[config.mk]
export PLATFORM = sky130hd
export DESIGN_NAME = wdc_watchdog
export DESIGN_NICKNAME = d
export VERILOG_FILES = /design/src/wdc_pkg.sv /design/src/wdc_watchdog.sv /design/src/wdc_period_cnt.sv
export SDC_FILE = /design/constraint.sdc
export NUM_CORES = 1
export LEC_CHECK = 0
export BUFFER_PORTS_ARGS = -buffer_cell sky130_fd_sc_hd__buf_2
export CAP_MARGIN = 20
export CORE_MARGIN = 8
export CORE_UTILIZATION = 40
export DETAILED_ROUTE_END_ITERATION = 7
export MAX_ROUTING_LAYER = met4
export PLACE_DENSITY = 0.57
export SYNTH_ARGS = -nofsm -noshare
export SYNTH_HDL_FRONTEND = slang
export SYNTH_SLANG_ARGS = --single-unit
[constraint.sdc]
create_clock -name clk_i -period 10.2 [get_ports clk_i]
set_input_delay 1.02 -clock clk_i [delete_from_list [all_inputs] [get_ports clk_i]]
set_output_delay 1.02 -clock clk_i [all_outputs]
set_load 0.01 [all_outputs]
[src/wdc_pkg.sv]
// Shared constants of the watchdog control and reset-cause block
package wdc_pkg;

    // I/O register map
    localparam logic [5:0]  DOG_CONTROL_ADDR    = 6'h21;
    localparam logic [5:0]  RESET_CAUSE_ADDR    = 6'h22;

    // Control register bit positions
    localparam int unsigned CTRL_IRQ_FLAG       = 7;
    localparam int unsigned CTRL_IRQ_EN         = 6;
    localparam int unsigned CTRL_PERIOD_MSB     = 5;
    localparam int unsigned CTRL_UNLOCK         = 4;
    localparam int unsigned CTRL_ENABLE         = 3;
    localparam int unsigned CTRL_PERIOD_LO_HI   = 2;
    localparam int unsigned CTRL_PERIOD_LO_LO   = 0;

    // Reset-cause register bit positions
    localparam int unsigned CAUSE_DOG           = 3;
    localparam int unsigned CAUSE_BROWNOUT      = 2;
    localparam int unsigned CAUSE_PIN           = 1;
    localparam int unsigned CAUSE_POWERON       = 0;
    localparam int unsigned CAUSE_USED_W        = 4;

    // Reset values
    localparam logic [3:0]  PERIOD_RESET        = 4'h0;
    localparam logic [3:0]  CAUSE_POR_VALUE     = 4'h1;
    localparam logic [3:0]  CAUSE_CLEAR         = 4'h0;
    localparam logic [3:0]  CAUSE_HI_ZERO       = 4'h0;

    // Period select
    localparam int unsigned PERIOD_W            = 4;
    localparam logic [3:0]  PERIOD_MAX_CODE     = 4'h9;
    localparam int unsigned BASE_OSC_CYCLES_DEF = 2048;
    localparam int unsigned OSC_FREQ_KHZ        = 128;
    localparam int unsigned DOG_CNT_W           = 21;

    // Timed unlock window, in system clock cycles
    localparam logic [2:0]  UNLOCK_CYCLES       = 3'h4;
    localparam logic [2:0]  UNLOCK_DONE         = 3'h1;
    localparam logic [2:0]  UNLOCK_IDLE         = 3'h0;

    // Length of the internal reset pulse, in system clock cycles
    localparam int unsigned DOG_RESET_CYCLES    = 1;

endpackage : wdc_pkg

[src/wdc_watchdog.sv]
// Watchdog control register, timed change sequences and reset-cause flags
//
// Functional notes
// - Level 1 starts disabled; writing enable one turns it on freely.
// - Level 1 disable: write unlock+enable, then within four cycles write enable zero.
// - Level 2 keeps the watchdog running; enable always reads one.
// - Level 2 period change: unlock+enable, then period within four cycles, enable ignored.
// - Level 2 refuses disabling even after the full unlock sequence.
// - Hardware clears the unlock bit four cycles after it was set.
// - Enable may be written zero only while unlock is set.
// - Period bits change only while unlock is set.
// - Upper four bits of the reset-cause register read zero.
// - Watchdog reset flag set by watchdog reset, cleared by power-on or writing zero.
// - Brown-out flag set by brown-out reset, cleared by power-on or writing zero.
// - Pin reset flag set by pin reset, cleared by power-on or writing zero.
// - Power-on flag set by power-on, cleared only by writing zero.
// - Interrupt flag sets on time-out in interrupt mode; cleared by vector or writing one.
// - Interrupt requested only with flag, enable and global enable all set.
// - With enable and irq enable, time-out sets the flag and clears irq enable in the same cycle, so no interrupt is requested.
// - Enable/irq-enable pairs: stopped, interrupt, reset, flag first then reset.
// - Level 1 enable forced on while watchdog reset flag is set.
// - Period codes give 2048 to 1048576 oscillator cycles; upper codes reserved.
// - Control layout: flag, irq enable, period msb, unlock, enable, period low.
// - Counter advances on the 128 kHz watchdog oscillator.
// - Lock fuse selects level 1 (unprogrammed) or level 2 (programmed).
// - Count restarts on kick instruction, when disabled, and on chip reset.
// - Reset-mode time-out gives an internal reset pulse of one clock.
`timescale 1ns/1ps
`default_nettype none

module wdc_watchdog #(
    parameter int unsigned BASE_OSC_CYCLES = wdc_pkg::BASE_OSC_CYCLES_DEF
) (
    // Clock and power-on reset
    input  wire logic        clk_i,
    input  wire logic        rst_i,
    // I/O register port
    input  wire logic [5:0]  io_addr_i,
    input  wire logic        io_wr_i,
    input  wire logic        io_rd_i,
    input  wire logic [7:0]  io_wdata_i,
    output logic      [7:0]  io_rdata_o,
    // Core interface
    input  wire logic        dog_kick_instr_i,
    input  wire logic        global_irq_en_i,
    input  wire logic        irq_ack_i,
    output logic             dog_irq_o,
    // Reset system
    input  wire logic        chip_rst_i,
    input  wire logic        pin_reset_evt_i,
    input  wire logic        brownout_reset_evt_i,
    input  wire logic        dog_lock_fuse_i,
    output logic             dog_reset_o,
    // Watchdog oscillator, sampled level
    input  wire logic        dog_osc_i
);

    // Register state
    logic                          irq_flag_reg;
    logic                          irq_en_reg;
    logic                          enable_reg;
    logic [wdc_pkg::PERIOD_W-1:0]  period_reg;
    logic [2:0]                    unlock_cnt_reg;
    logic [wdc_pkg::CAUSE_USED_W-1:0] cause_reg;
    logic                          level2_reg;
    logic                          osc_prev_reg;
    logic [7:0]                    rdata_reg;

    // Decoded strobes and derived state
    logic                          ctrl_wr;
    logic                          cause_wr;
    logic                          unlock_open;
    logic                          unlock_start;
    logic                          enable_eff;
    logic                          run;
    logic                          osc_tick;
    logic                          timeout;
    logic                          tmo_irq;
    logic                          tmo_reset;
    logic [wdc_pkg::PERIOD_W-1:0]  wr_period;
    logic [7:0]                    ctrl_view;
    logic [7:0]                    cause_view;

    assign ctrl_wr  = io_wr_i && (io_addr_i == wdc_pkg::DOG_CONTROL_ADDR);
    assign cause_wr = io_wr_i && (io_addr_i == wdc_pkg::RESET_CAUSE_ADDR);

    assign wr_period = {io_wdata_i[wdc_pkg::CTRL_PERIOD_MSB],
                        io_wdata_i[wdc_pkg::CTRL_PERIOD_LO_HI:wdc_pkg::CTRL_PERIOD_LO_LO]};

    assign unlock_open  = (unlock_cnt_reg != wdc_pkg::UNLOCK_IDLE);
    // Both unlock and enable written one open the window
    assign unlock_start = ctrl_wr && io_wdata_i[wdc_pkg::CTRL_UNLOCK]
                          && io_wdata_i[wdc_pkg::CTRL_ENABLE];

    // Effective enable as seen by the counter and by reads
    assign enable_eff = level2_reg || enable_reg || cause_reg[wdc_pkg::CAUSE_DOG];

    assign run       = enable_eff || irq_en_reg;
    assign tmo_irq   = timeout && irq_en_reg;
    assign tmo_reset = timeout && !irq_en_reg && enable_eff;

    // The fuse is a strap: caught by a clocked process while the chip is held
    always_ff @(posedge clk_i or posedge rst_i)
    begin
        if (rst_i)
        begin
            level2_reg <= 1'b0;
        end
        else if (chip_rst_i)
        begin
            level2_reg <= dog_lock_fuse_i;
        end
    end

    // Inputs are synchronous to clk_i; a rising edge of the sampled
    // oscillator level becomes one tick. The oscillator must run well below
    // clk_i for every edge to be seen.
    always_ff @(posedge clk_i or posedge rst_i)
    begin
        if (rst_i)
        begin
            osc_prev_reg <= 1'b0;
        end
        else
        begin
            osc_prev_reg <= dog_osc_i;
        end
    end

    assign osc_tick = dog_osc_i && !osc_prev_reg;

    wdc_period_cnt #(
        .BASE_OSC_CYCLES (BASE_OSC_CYCLES)
    ) u_period_cnt (
        .clk_i     (clk_i),
        .rst_i     (rst_i),
        .tick_i    (osc_tick),
        .clear_i   (dog_kick_instr_i || chip_rst_i),
        .run_i     (run),
        .sel_i     (period_reg),
        .timeout_o (timeout)
    );

    // Unlock window counter; a fresh unlock write restarts the window
    always_ff @(posedge clk_i or posedge rst_i)
    begin
        if (rst_i)
        begin
            unlock_cnt_reg <= wdc_pkg::UNLOCK_IDLE;
        end
        else if (chip_rst_i)
        begin
            unlock_cnt_reg <= wdc_pkg::UNLOCK_IDLE;
        end
        else if (unlock_start)
        begin
            unlock_cnt_reg <= wdc_pkg::UNLOCK_CYCLES;
        end
        else if (ctrl_wr && unlock_open)
        begin
            // Second write of the sequence closes the window at once
            unlock_cnt_reg <= wdc_pkg::UNLOCK_IDLE;
        end
        else if (unlock_open)
        begin
            unlock_cnt_reg <= unlock_cnt_reg - wdc_pkg::UNLOCK_DONE;
        end
    end

    // Enable bit
    always_ff @(posedge clk_i or posedge rst_i)
    begin
        if (rst_i)
        begin
            enable_reg <= 1'b0;
        end
        else if (chip_rst_i)
        begin
            enable_reg <= 1'b0;
        end
        else if (ctrl_wr)
        begin
            if (io_wdata_i[wdc_pkg::CTRL_ENABLE])
            begin
                enable_reg <= 1'b1;
            end
            else if (unlock_open && !level2_reg)
            begin
                // Level 2 ignores this entirely; enable_eff stays high anyway
                enable_reg <= 1'b0;
            end
        end
    end

    // Period select
    always_ff @(posedge clk_i or posedge rst_i)
    begin
        if (rst_i)
        begin
            period_reg <= wdc_pkg::PERIOD_RESET;
        end
        else if (chip_rst_i)
        begin
            period_reg <= wdc_pkg::PERIOD_RESET;
        end
        else if (ctrl_wr && unlock_open)
        begin
            period_reg <= wr_period;
        end
    end

    // Interrupt enable: software write wins over the hardware clear
    always_ff @(posedge clk_i or posedge rst_i)
    begin
        if (rst_i)
        begin
            irq_en_reg <= 1'b0;
        end
        else if (chip_rst_i)
        begin
            irq_en_reg <= 1'b0;
        end
        else if (ctrl_wr)
        begin
            irq_en_reg <= io_wdata_i[wdc_pkg::CTRL_IRQ_EN];
        end
        else if (tmo_irq && enable_eff)
        begin
            irq_en_reg <= 1'b0;
        end
    end

    // Interrupt flag: a time-out in the clearing cycle keeps it set
    always_ff @(posedge clk_i or posedge rst_i)
    begin
        if (rst_i)
        begin
            irq_flag_reg <= 1'b0;
        end
        else if (chip_rst_i)
        begin
            irq_flag_reg <= 1'b0;
        end
        else if (tmo_irq)
        begin
            irq_flag_reg <= 1'b1;
        end
        else if (irq_ack_i || (ctrl_wr && io_wdata_i[wdc_pkg::CTRL_IRQ_FLAG]))
        begin
            irq_flag_reg <= 1'b0;
        end
    end

    assign dog_irq_o = irq_flag_reg && irq_en_reg && global_irq_en_i;

    // Internal reset pulse, exactly one clock per time-out
    always_ff @(posedge clk_i or posedge rst_i)
    begin
        if (rst_i)
        begin
            dog_reset_o <= 1'b0;
        end
        else
        begin
            dog_reset_o <= tmo_reset;
        end
    end

    // Reset-cause flags survive chip reset; only power-on (rst_i) reloads them.
    // Each bit: a set event wins over a software write of zero.
    always_ff @(posedge clk_i or posedge rst_i)
    begin
        if (rst_i)
        begin
            cause_reg <= wdc_pkg::CAUSE_POR_VALUE;
        end
        else
        begin
            if (tmo_reset)
            begin
                cause_reg[wdc_pkg::CAUSE_DOG] <= 1'b1;
            end
            else if (cause_wr && !io_wdata_i[wdc_pkg::CAUSE_DOG])
            begin
                cause_reg[wdc_pkg::CAUSE_DOG] <= 1'b0;
            end
            if (brownout_reset_evt_i)
            begin
                cause_reg[wdc_pkg::CAUSE_BROWNOUT] <= 1'b1;
            end
            else if (cause_wr && !io_wdata_i[wdc_pkg::CAUSE_BROWNOUT])
            begin
                cause_reg[wdc_pkg::CAUSE_BROWNOUT] <= 1'b0;
            end
            if (pin_reset_evt_i)
            begin
                cause_reg[wdc_pkg::CAUSE_PIN] <= 1'b1;
            end
            else if (cause_wr && !io_wdata_i[wdc_pkg::CAUSE_PIN])
            begin
                cause_reg[wdc_pkg::CAUSE_PIN] <= 1'b0;
            end
            if (cause_wr && !io_wdata_i[wdc_pkg::CAUSE_POWERON])
            begin
                cause_reg[wdc_pkg::CAUSE_POWERON] <= 1'b0;
            end
        end
    end

    // Read views
    assign ctrl_view = {irq_flag_reg,
                        irq_en_reg,
                        period_reg[wdc_pkg::PERIOD_W-1],
                        unlock_open,
                        enable_eff,
                        period_reg[wdc_pkg::PERIOD_W-2:0]};
    assign cause_view = {wdc_pkg::CAUSE_HI_ZERO, cause_reg};

    // Read data is registered; unmapped addresses read zero
    always_ff @(posedge clk_i or posedge rst_i)
    begin
        if (rst_i)
        begin
            rdata_reg <= 8'h00;
        end
        else if (io_rd_i)
        begin
            unique case (io_addr_i)
                wdc_pkg::DOG_CONTROL_ADDR: rdata_reg <= ctrl_view;
                wdc_pkg::RESET_CAUSE_ADDR: rdata_reg <= cause_view;
                default:                   rdata_reg <= 8'h00;
            endcase
        end
    end

    assign io_rdata_o = rdata_reg;

endmodule // wdc_watchdog

`default_nettype wire

[src/wdc_period_cnt.sv]
// Watchdog period counter driven by oscillator ticks
`timescale 1ns/1ps
`default_nettype none

module wdc_period_cnt #(
    parameter int unsigned BASE_OSC_CYCLES = wdc_pkg::BASE_OSC_CYCLES_DEF
) (
    // Clock and reset
    input  wire logic                          clk_i,
    input  wire logic                          rst_i,
    // Control
    input  wire logic                          tick_i,
    input  wire logic                          clear_i,
    input  wire logic                          run_i,
    input  wire logic [wdc_pkg::PERIOD_W-1:0]  sel_i,
    // Event
    output logic                               timeout_o
);

    logic [wdc_pkg::PERIOD_W-1:0]  sel_eff;
    logic [wdc_pkg::DOG_CNT_W-1:0] limit;
    logic [wdc_pkg::DOG_CNT_W-1:0] count_reg;
    logic [wdc_pkg::DOG_CNT_W-1:0] count_next;
    logic                          hit;

    // Reserved codes run at the longest period rather than an undefined one
    assign sel_eff = (sel_i > wdc_pkg::PERIOD_MAX_CODE) ? wdc_pkg::PERIOD_MAX_CODE : sel_i;
    assign limit   = wdc_pkg::DOG_CNT_W'(BASE_OSC_CYCLES) << sel_eff;
    assign hit     = run_i && tick_i && (count_reg == limit - 1'b1);

    always_comb
    begin
        count_next = count_reg;
        if (clear_i || !run_i || hit)
        begin
            count_next = '0;
        end
        else if (tick_i)
        begin
            count_next = count_reg + 1'b1;
        end
    end

    always_ff @(posedge clk_i or posedge rst_i)
    begin
        if (rst_i)
        begin
            count_reg <= '0;
        end
        else
        begin
            count_reg <= count_next;
        end
    end

    always_ff @(posedge clk_i or posedge rst_i)
    begin
        if (rst_i)
        begin
            timeout_o <= 1'b0;
        end
        else
        begin
            timeout_o <= hit && !clear_i;
        end
    end

endmodule // wdc_period_cnt

`default_nettype wire

==> reports/summary.txt, run 1 <==
clock latency on the worst-skew pair: 0.30 ns
CTS tree: done
maximum fanout along the worst path: 18
CP Capture Type: register
die area: 9110 sq um
Critical Path AT: 3.90 ns
metal2 WL: 2660 um
vias in the first global route: 1925
layout cell share with drive strength beyond 1: 18.8%
r2r setup slk: 6.53 ns
number of flops mapped to enable cells by yosys: 0
CP endpoint: u_period_cnt.timeout_o
combinational fraction of design power: 14.9%
commonest cells after routing, fill and taps aside: dfrtp_1, buf_2, nor2_1, nor3_1, xor2_1
Fill cells: 618
DR vias/cell: 5.34
total track usage: 13.3%
period utilization: 36.0%
top sig layer: met4
CTS Buf Count: 5
largest net degree at the start of global routing: 48
drt first pass iters: 4
CP Launch Type: register
initial antenna violation count: 0
PwrDens: 128 nW/um^2
RSZ-0062 raised after global routing: false
Core ar.: 6240 sq um
Root Buffer: clkbuf_8
GRT Residual Overflow: 0
io pins: 36
post-route ant nets: 0
part of the power in registers: 54.8%
f_max: 272 MHz
Max IR drop VDD: 0.0000795 V
First DRT Iteration DRCs: 65
setup bufs post-CTS: 0
std cell rows: 29
H-tree levels: 2
Die X-Extent: 95.4 um
Max-slew headroom: 34.7%
final setup vio count: 0
Clock Sinks: 47
Syn Std Cell Area: 2520 sq um
Clock power frac: 30.3%
first-pass GRT wire length: 9220 um
NetSw: 97.2 uW
sw frac: 26.8%
syn_nets: 288
post-CTS sizing: 0
worst-margin pin slew: 0.980 ns
DP Area: 2730 sq um
max reg flops: 21
Mapped Cells: 258
count of final hold-check violations: 0
Worst R2R End: u_period_cnt.timeout_o
Main synth FF type: dfrtp_1
cells on worst reg2reg path: 7
WL/cell: 15.2 um
synthesis-to-finish area growth: 12.1%
RR Startpoint: period_reg[2]
I/O Buffers: 35
Max-Cap Viols: 0
Die Y: 95.4 um
Mapped Avg Cell Area: 9.78 sq um
Initial Util: 40.4%
min Tclk post-route: 3.67 ns
commonest non-fill, non-tap cell in the layout: dfrtp_1
Hold Path Class: register to register
dpl hpwl: 3910 um
Final Instance Area: 2830 sq um
post-synth cell types: 49
WL met1: 2700 um
synth warn: 0
async set-reset flop share out of synthesis: 100%
status: finished, final reports clean
Max Root-Sink Buffers: 2
gpl congestion: 0.764
DRC Markers: 0
Synth Register Bits: 47
clock-pin slew on the worst setup and hold paths: 0.09 ns
CP startpoint: period_reg[2]
met3 wire len: 137 um
internal power: 265 uW
clock skew: 0.00745 ns
sequential share of the synthesized area: 46.7%
drt total wl: 5550 um
Setup TNS: 0 ns
Slew Limit Fails: 0
Setup CP Type: register to register
count of hold buffers inserted by post-cts repair: 0
ant diodes: 0
via count: 1948
Final nets: 317
P_leak: 1.23 nW
Critical Path RT: 10.43 ns
==> worst min path at each step <==
stage | to | slack, ns | cells past startpoint | from
3_3_place_gp | cause_reg[0] | 0.45 | 1 | cause_reg[0]
4_1_cts | cause_reg[0] | 0.47 | 1 | cause_reg[0]
3_5_place_dp | cause_reg[0] | 0.45 | 1 | cause_reg[0]
5_1_grt | cause_reg[0] | 0.48 | 1 | cause_reg[0]
6_report | cause_reg[0] | 0.47 | 1 | cause_reg[0]
2_1_floorplan | cause_reg[0] | 0.44 | 1 | cause_reg[0]
==> layout make-up <==
class | count | area (sq um) | share of cell area [%]
clock inverters | 1 | 5.00 | 0.177
repair buffers | 36 | 195 | 6.90
clock buffers | 7 | 76.3 | 2.70
flip-flops and latches | 47 | 1180 | 41.6
inverters | 9 | 33.8 | 1.19
multi-input cells | 188 | 1240 | 44.0
well taps | 77 | 96.3 | 3.41
==> Yosys cell counts, types with 2 or more instances <==
cell,number,area share (%)
nor3_1,18,3.6
nand3_1,14,2.8
a22oi_1,3,0.89
dfrtp_1,46,46
inv_1,9,1.3
nor2b_1,4,0.99
xor2_1,15,5.2
xnor2_1,10,3.5
buf_6,2,0.89
mux2i_1,6,2.4
a21oi_1,10,2.0
and3_1,7,1.7
o21ai_0,11,2.2
mux2_2,2,0.89
nor4b_1,3,1.0
or4b_2,2,0.79
nor3b_2,2,0.99
nand4_1,5,1.2
o21a_1,3,0.89
a31oi_1,2,0.50
clkbuf_1,12,1.8
or3_1,3,0.74
nand2b_1,5,1.2
nor2_1,22,3.3
ha_1,4,2.0
nand2_1,12,1.8
nor4_1,4,0.99
==> stage by stage <==
stage                     worst slack (ns)  hold slack, ns  util (%)  power, mW  std cells
after floorplan                       7.01           0.441         -      0.240        258
after global placement                6.61           0.448      43.7      0.254        356
after detailed placement              6.52           0.453      43.7      0.256        356
after CTS                             6.50           0.466      45.0      0.366        364
after global routing                  6.30           0.479      45.3      0.382        365
final                                 6.53           0.466      45.3      0.363        365
==> critical path: stages, from the launching register on <==
cell,delay (ns)
dfrtp_1,0.58
or4b_2,0.71
ha_1,0.28
or4b_1,0.53
a21oi_1,0.16
o21ai_0,0.15
a2111oi_4,0.88
nor3b_2,0.29
==> power groups by stage <==
stage	clock, mW	combinational (mW)	sequential [mW]
floorplan	0	0.0384	0.201
global placement	0	0.0521	0.202
detailed placement	0	0.0535	0.202
CTS	0.113	0.0537	0.199
global route	0.121	0.0611	0.200
finish	0.110	0.0539	0.199
==> cells by family after synthesis <==
| family | after synthesis | synth area share, % |
|---|---|---|
| adders and majority gates | 4 | 1.98 |
| AOI/OAI and AO/OA | 42 | 11.5 |
| buffers and inverters | 23 | 4.02 |
| and+or+nand+nor | 109 | 23.9 |
| DFF | 47 | 46.7 |
| xor gates and xnor gates | 25 | 8.68 |
| muxes | 8 | 3.27 |
==> metal layers <==
layer / GRT usage, % / vias up
met5: - / -
met2: 19.4 / 23
met3: 2.91 / 4
li1: - / 979
met1: 17.8 / 942
met4: 4.23 / 0
No activity file was read; power rests on OpenSTA's default activity.
==> run 2, diff against run 1 <==
- clock period: 10.2 -> 3.85 ns (I/O delays scaled with it)
==> run 2 against run 1 <==
Compared with the run above:
- clock skew is 0.0016 ns lower
- worst setup slack worse by 5.9 ns
- cell area is 1.5% higher
- core utilization is 0.70 points higher
- maximum frequency is 13% higher
- combinational power grew to 2.7 times the previous value
- register-to-register slack worse by 5.9 ns
- hold slack worse by 0.24 ns
- cell count is 0.82% higher
- die area stayed put
- sequential share of layout area is 0.63 points lower
==> reports/summary.txt, run 2 (synthesized netlist as in run 1, its figures left out) <==
ant diodes: 0 (unchanged)
vias in the first global route: 1978 (+2.8%)
dpl hpwl: 3920 um (+0.12%)
commonest cells after routing, fill and taps aside: dfrtp_1, buf_2, nor2_1, nor3_1, xor2_1
CTS Buf Count: 5 (unchanged)
Max-Cap Viols: 0 (unchanged)
layout cell share with drive strength beyond 1: 19.6% (+0.84 points)
min Tclk post-route: 3.25 ns (-0.419 ns)
Max-slew headroom: 40.1% (+5.4 points)
worst-margin pin slew: 0.890 ns (-0.0898 ns)
WL/cell: 15.4 um (+1.0%)
I/O Buffers: 35 (unchanged)
GRT Residual Overflow: 0 (unchanged)
Die X-Extent: 95.4 um (unchanged)
RSZ-0062 raised after global routing: false
DR vias/cell: 5.38 (+0.87%)
Max IR drop VDD: 0.000259 V (+230%)
hold path startpoint: dog_osc_i
total track usage: 13.4% (+0.14 points)
CP Launch Type: register
DRC Markers: 0 (unchanged)
clock latency on the worst-skew pair: 0.29 ns (about the same)
First DRT Iteration DRCs: 69 (+6.2%)
Fill cells: 626 (+1.3%)
crit-path cells: or4b_2 -> ha_1 -> or4b_1 -> a21oi_1 -> o21ai_0 -> a2111oi_4 -> buf_4 -> nor3b_2
Core ar.: 6240 sq um (unchanged)
std cell rows: 29 (unchanged)
final setup vio count: 0 (unchanged)
Final nets: 320 (+0.95%)
setup bufs post-CTS: 0 (unchanged)
clock skew: 0.00589 ns (-0.00157 ns)
P_leak: 1.25 nW (+2.0%)
CP Capture Type: register
status: finished, final reports clean
period utilization: 84.5% (+48 points)
Max Root-Sink Buffers: 2 (unchanged)
Critical Path Max Stage Delay: 0.71 ns (-0.17 ns)
Critical Path AT: 3.47 ns (-0.43 ns)
gpl congestion: 0.745 (-2.6%)
PwrDens: 347 nW/um^2 (+170%)
Post-Layout Cell Count: 368 (+0.82%)
clock-pin slew on the worst setup and hold paths: 0.09 ns (about the same)
largest net degree at the start of global routing: 48 (unchanged)
Hold Path Cell Cnt: 1 (unchanged)
post-route ant nets: 0 (unchanged)
Critical Path RT: 4.07 ns (-6.36 ns)
drt total wl: 5650 um (+1.8%)
post-CTS sizing: 0 (unchanged)
count of final hold-check violations: 0 (unchanged)
placed cells: 358 (+0.56%)
RR Startpoint: period_reg[2]
Worst R2R End: u_period_cnt.timeout_o
CTS tree: done
Initial Util: 40.4% (unchanged)
Setup TNS: 0 ns (unchanged)
Clock Sinks: 47 (unchanged)
via count: 1981 (+1.7%)
max reg flops: 21 (unchanged)
Slew Limit Fails: 0 (unchanged)
drt first pass iters: 4 (unchanged)
f_max: 308 MHz (+13%)
H-tree levels: 2 (unchanged)
Setup CP Type: register to register
Hold Path Class: primary input to register
r2r setup slk: 0.60 ns (-5.93 ns)
initial antenna violation count: 0 (unchanged)
io pins: 36 (unchanged)
maximum fanout along the worst path: 18 (unchanged)
synthesis-to-finish area growth: 13.8%
cells on worst reg2reg path: 8 (+1)
count of hold buffers inserted by post-cts repair: 0 (unchanged)
WHS Endpoint: osc_prev_reg
commonest non-fill, non-tap cell in the layout: dfrtp_1
die area: 9110 sq um (unchanged)
Die Y: 95.4 um (unchanged)
first-pass GRT wire length: 9430 um (+2.3%)
cell at the slowest stage of the critical path: or4b_2
Root Buffer: clkbuf_8
run 2: worst max path at each step:
stage,to,startpoint
global placement,u_period_cnt.timeout_o,period_reg[2]
finish,u_period_cnt.timeout_o,period_reg[2]
floorplan,u_period_cnt.count_reg[11],period_reg[2]
CTS,u_period_cnt.timeout_o,period_reg[2]
detailed placement,u_period_cnt.timeout_o,period_reg[2]
global route,u_period_cnt.timeout_o,period_reg[2]
run 2: report_power, final:
part,internal (mW),switching [mW]
registers,0.512,0.0138
logic,0.0643,0.0818
clock network,0.164,0.161
run 2: metrics by stage:
step | util (%) | setup WS [ns] | instance area, sq um | hold slack [ns] | total power [mW]
after floorplan | - | 0.661 | 2520 | 0.416 | 0.635
after global placement | 43.9 | 0.669 | 2740 | 0.448 | 0.673
after detailed placement | 43.9 | 0.628 | 2740 | 0.456 | 0.676
after CTS | 45.5 | 0.603 | 2840 | 0.222 | 1.01
after global routing | 46.0 | 0.414 | 2870 | 0.232 | 1.05
final | 46.0 | 0.598 | 2870 | 0.228 | 0.997
run 2: cell type report:
type	instances	area, sq um	share of cell area [%]
clock buffer	8	100	3.48
inverter	9	33.8	1.18
multi-input combinational	188	1240	43.3
sequential	47	1180	41.0
tap	77	96.3	3.35
timing repair buffer	39	220	7.67
run 2: critical path: cells and delay by family, from the launching register on:
family	cells	cell delay, ns
and+or+nand+nor	3	1.42
AOI/OAI and AO/OA	3	0.62
DFF	1	0.59
adders and majority gates	1	0.28
buffers and inverters	1	0.27
run 2: metal layers:
metal,wire [um],vias to the layer above,global-route usage (%),share of wire (%)
li1,-,986,-,-
met1,2700,962,17.7,48
met2,2740,27,20.5,48
met3,153,6,2.60,2.7
met4,68,0,3.84,1.2
met5,0,-,-,0
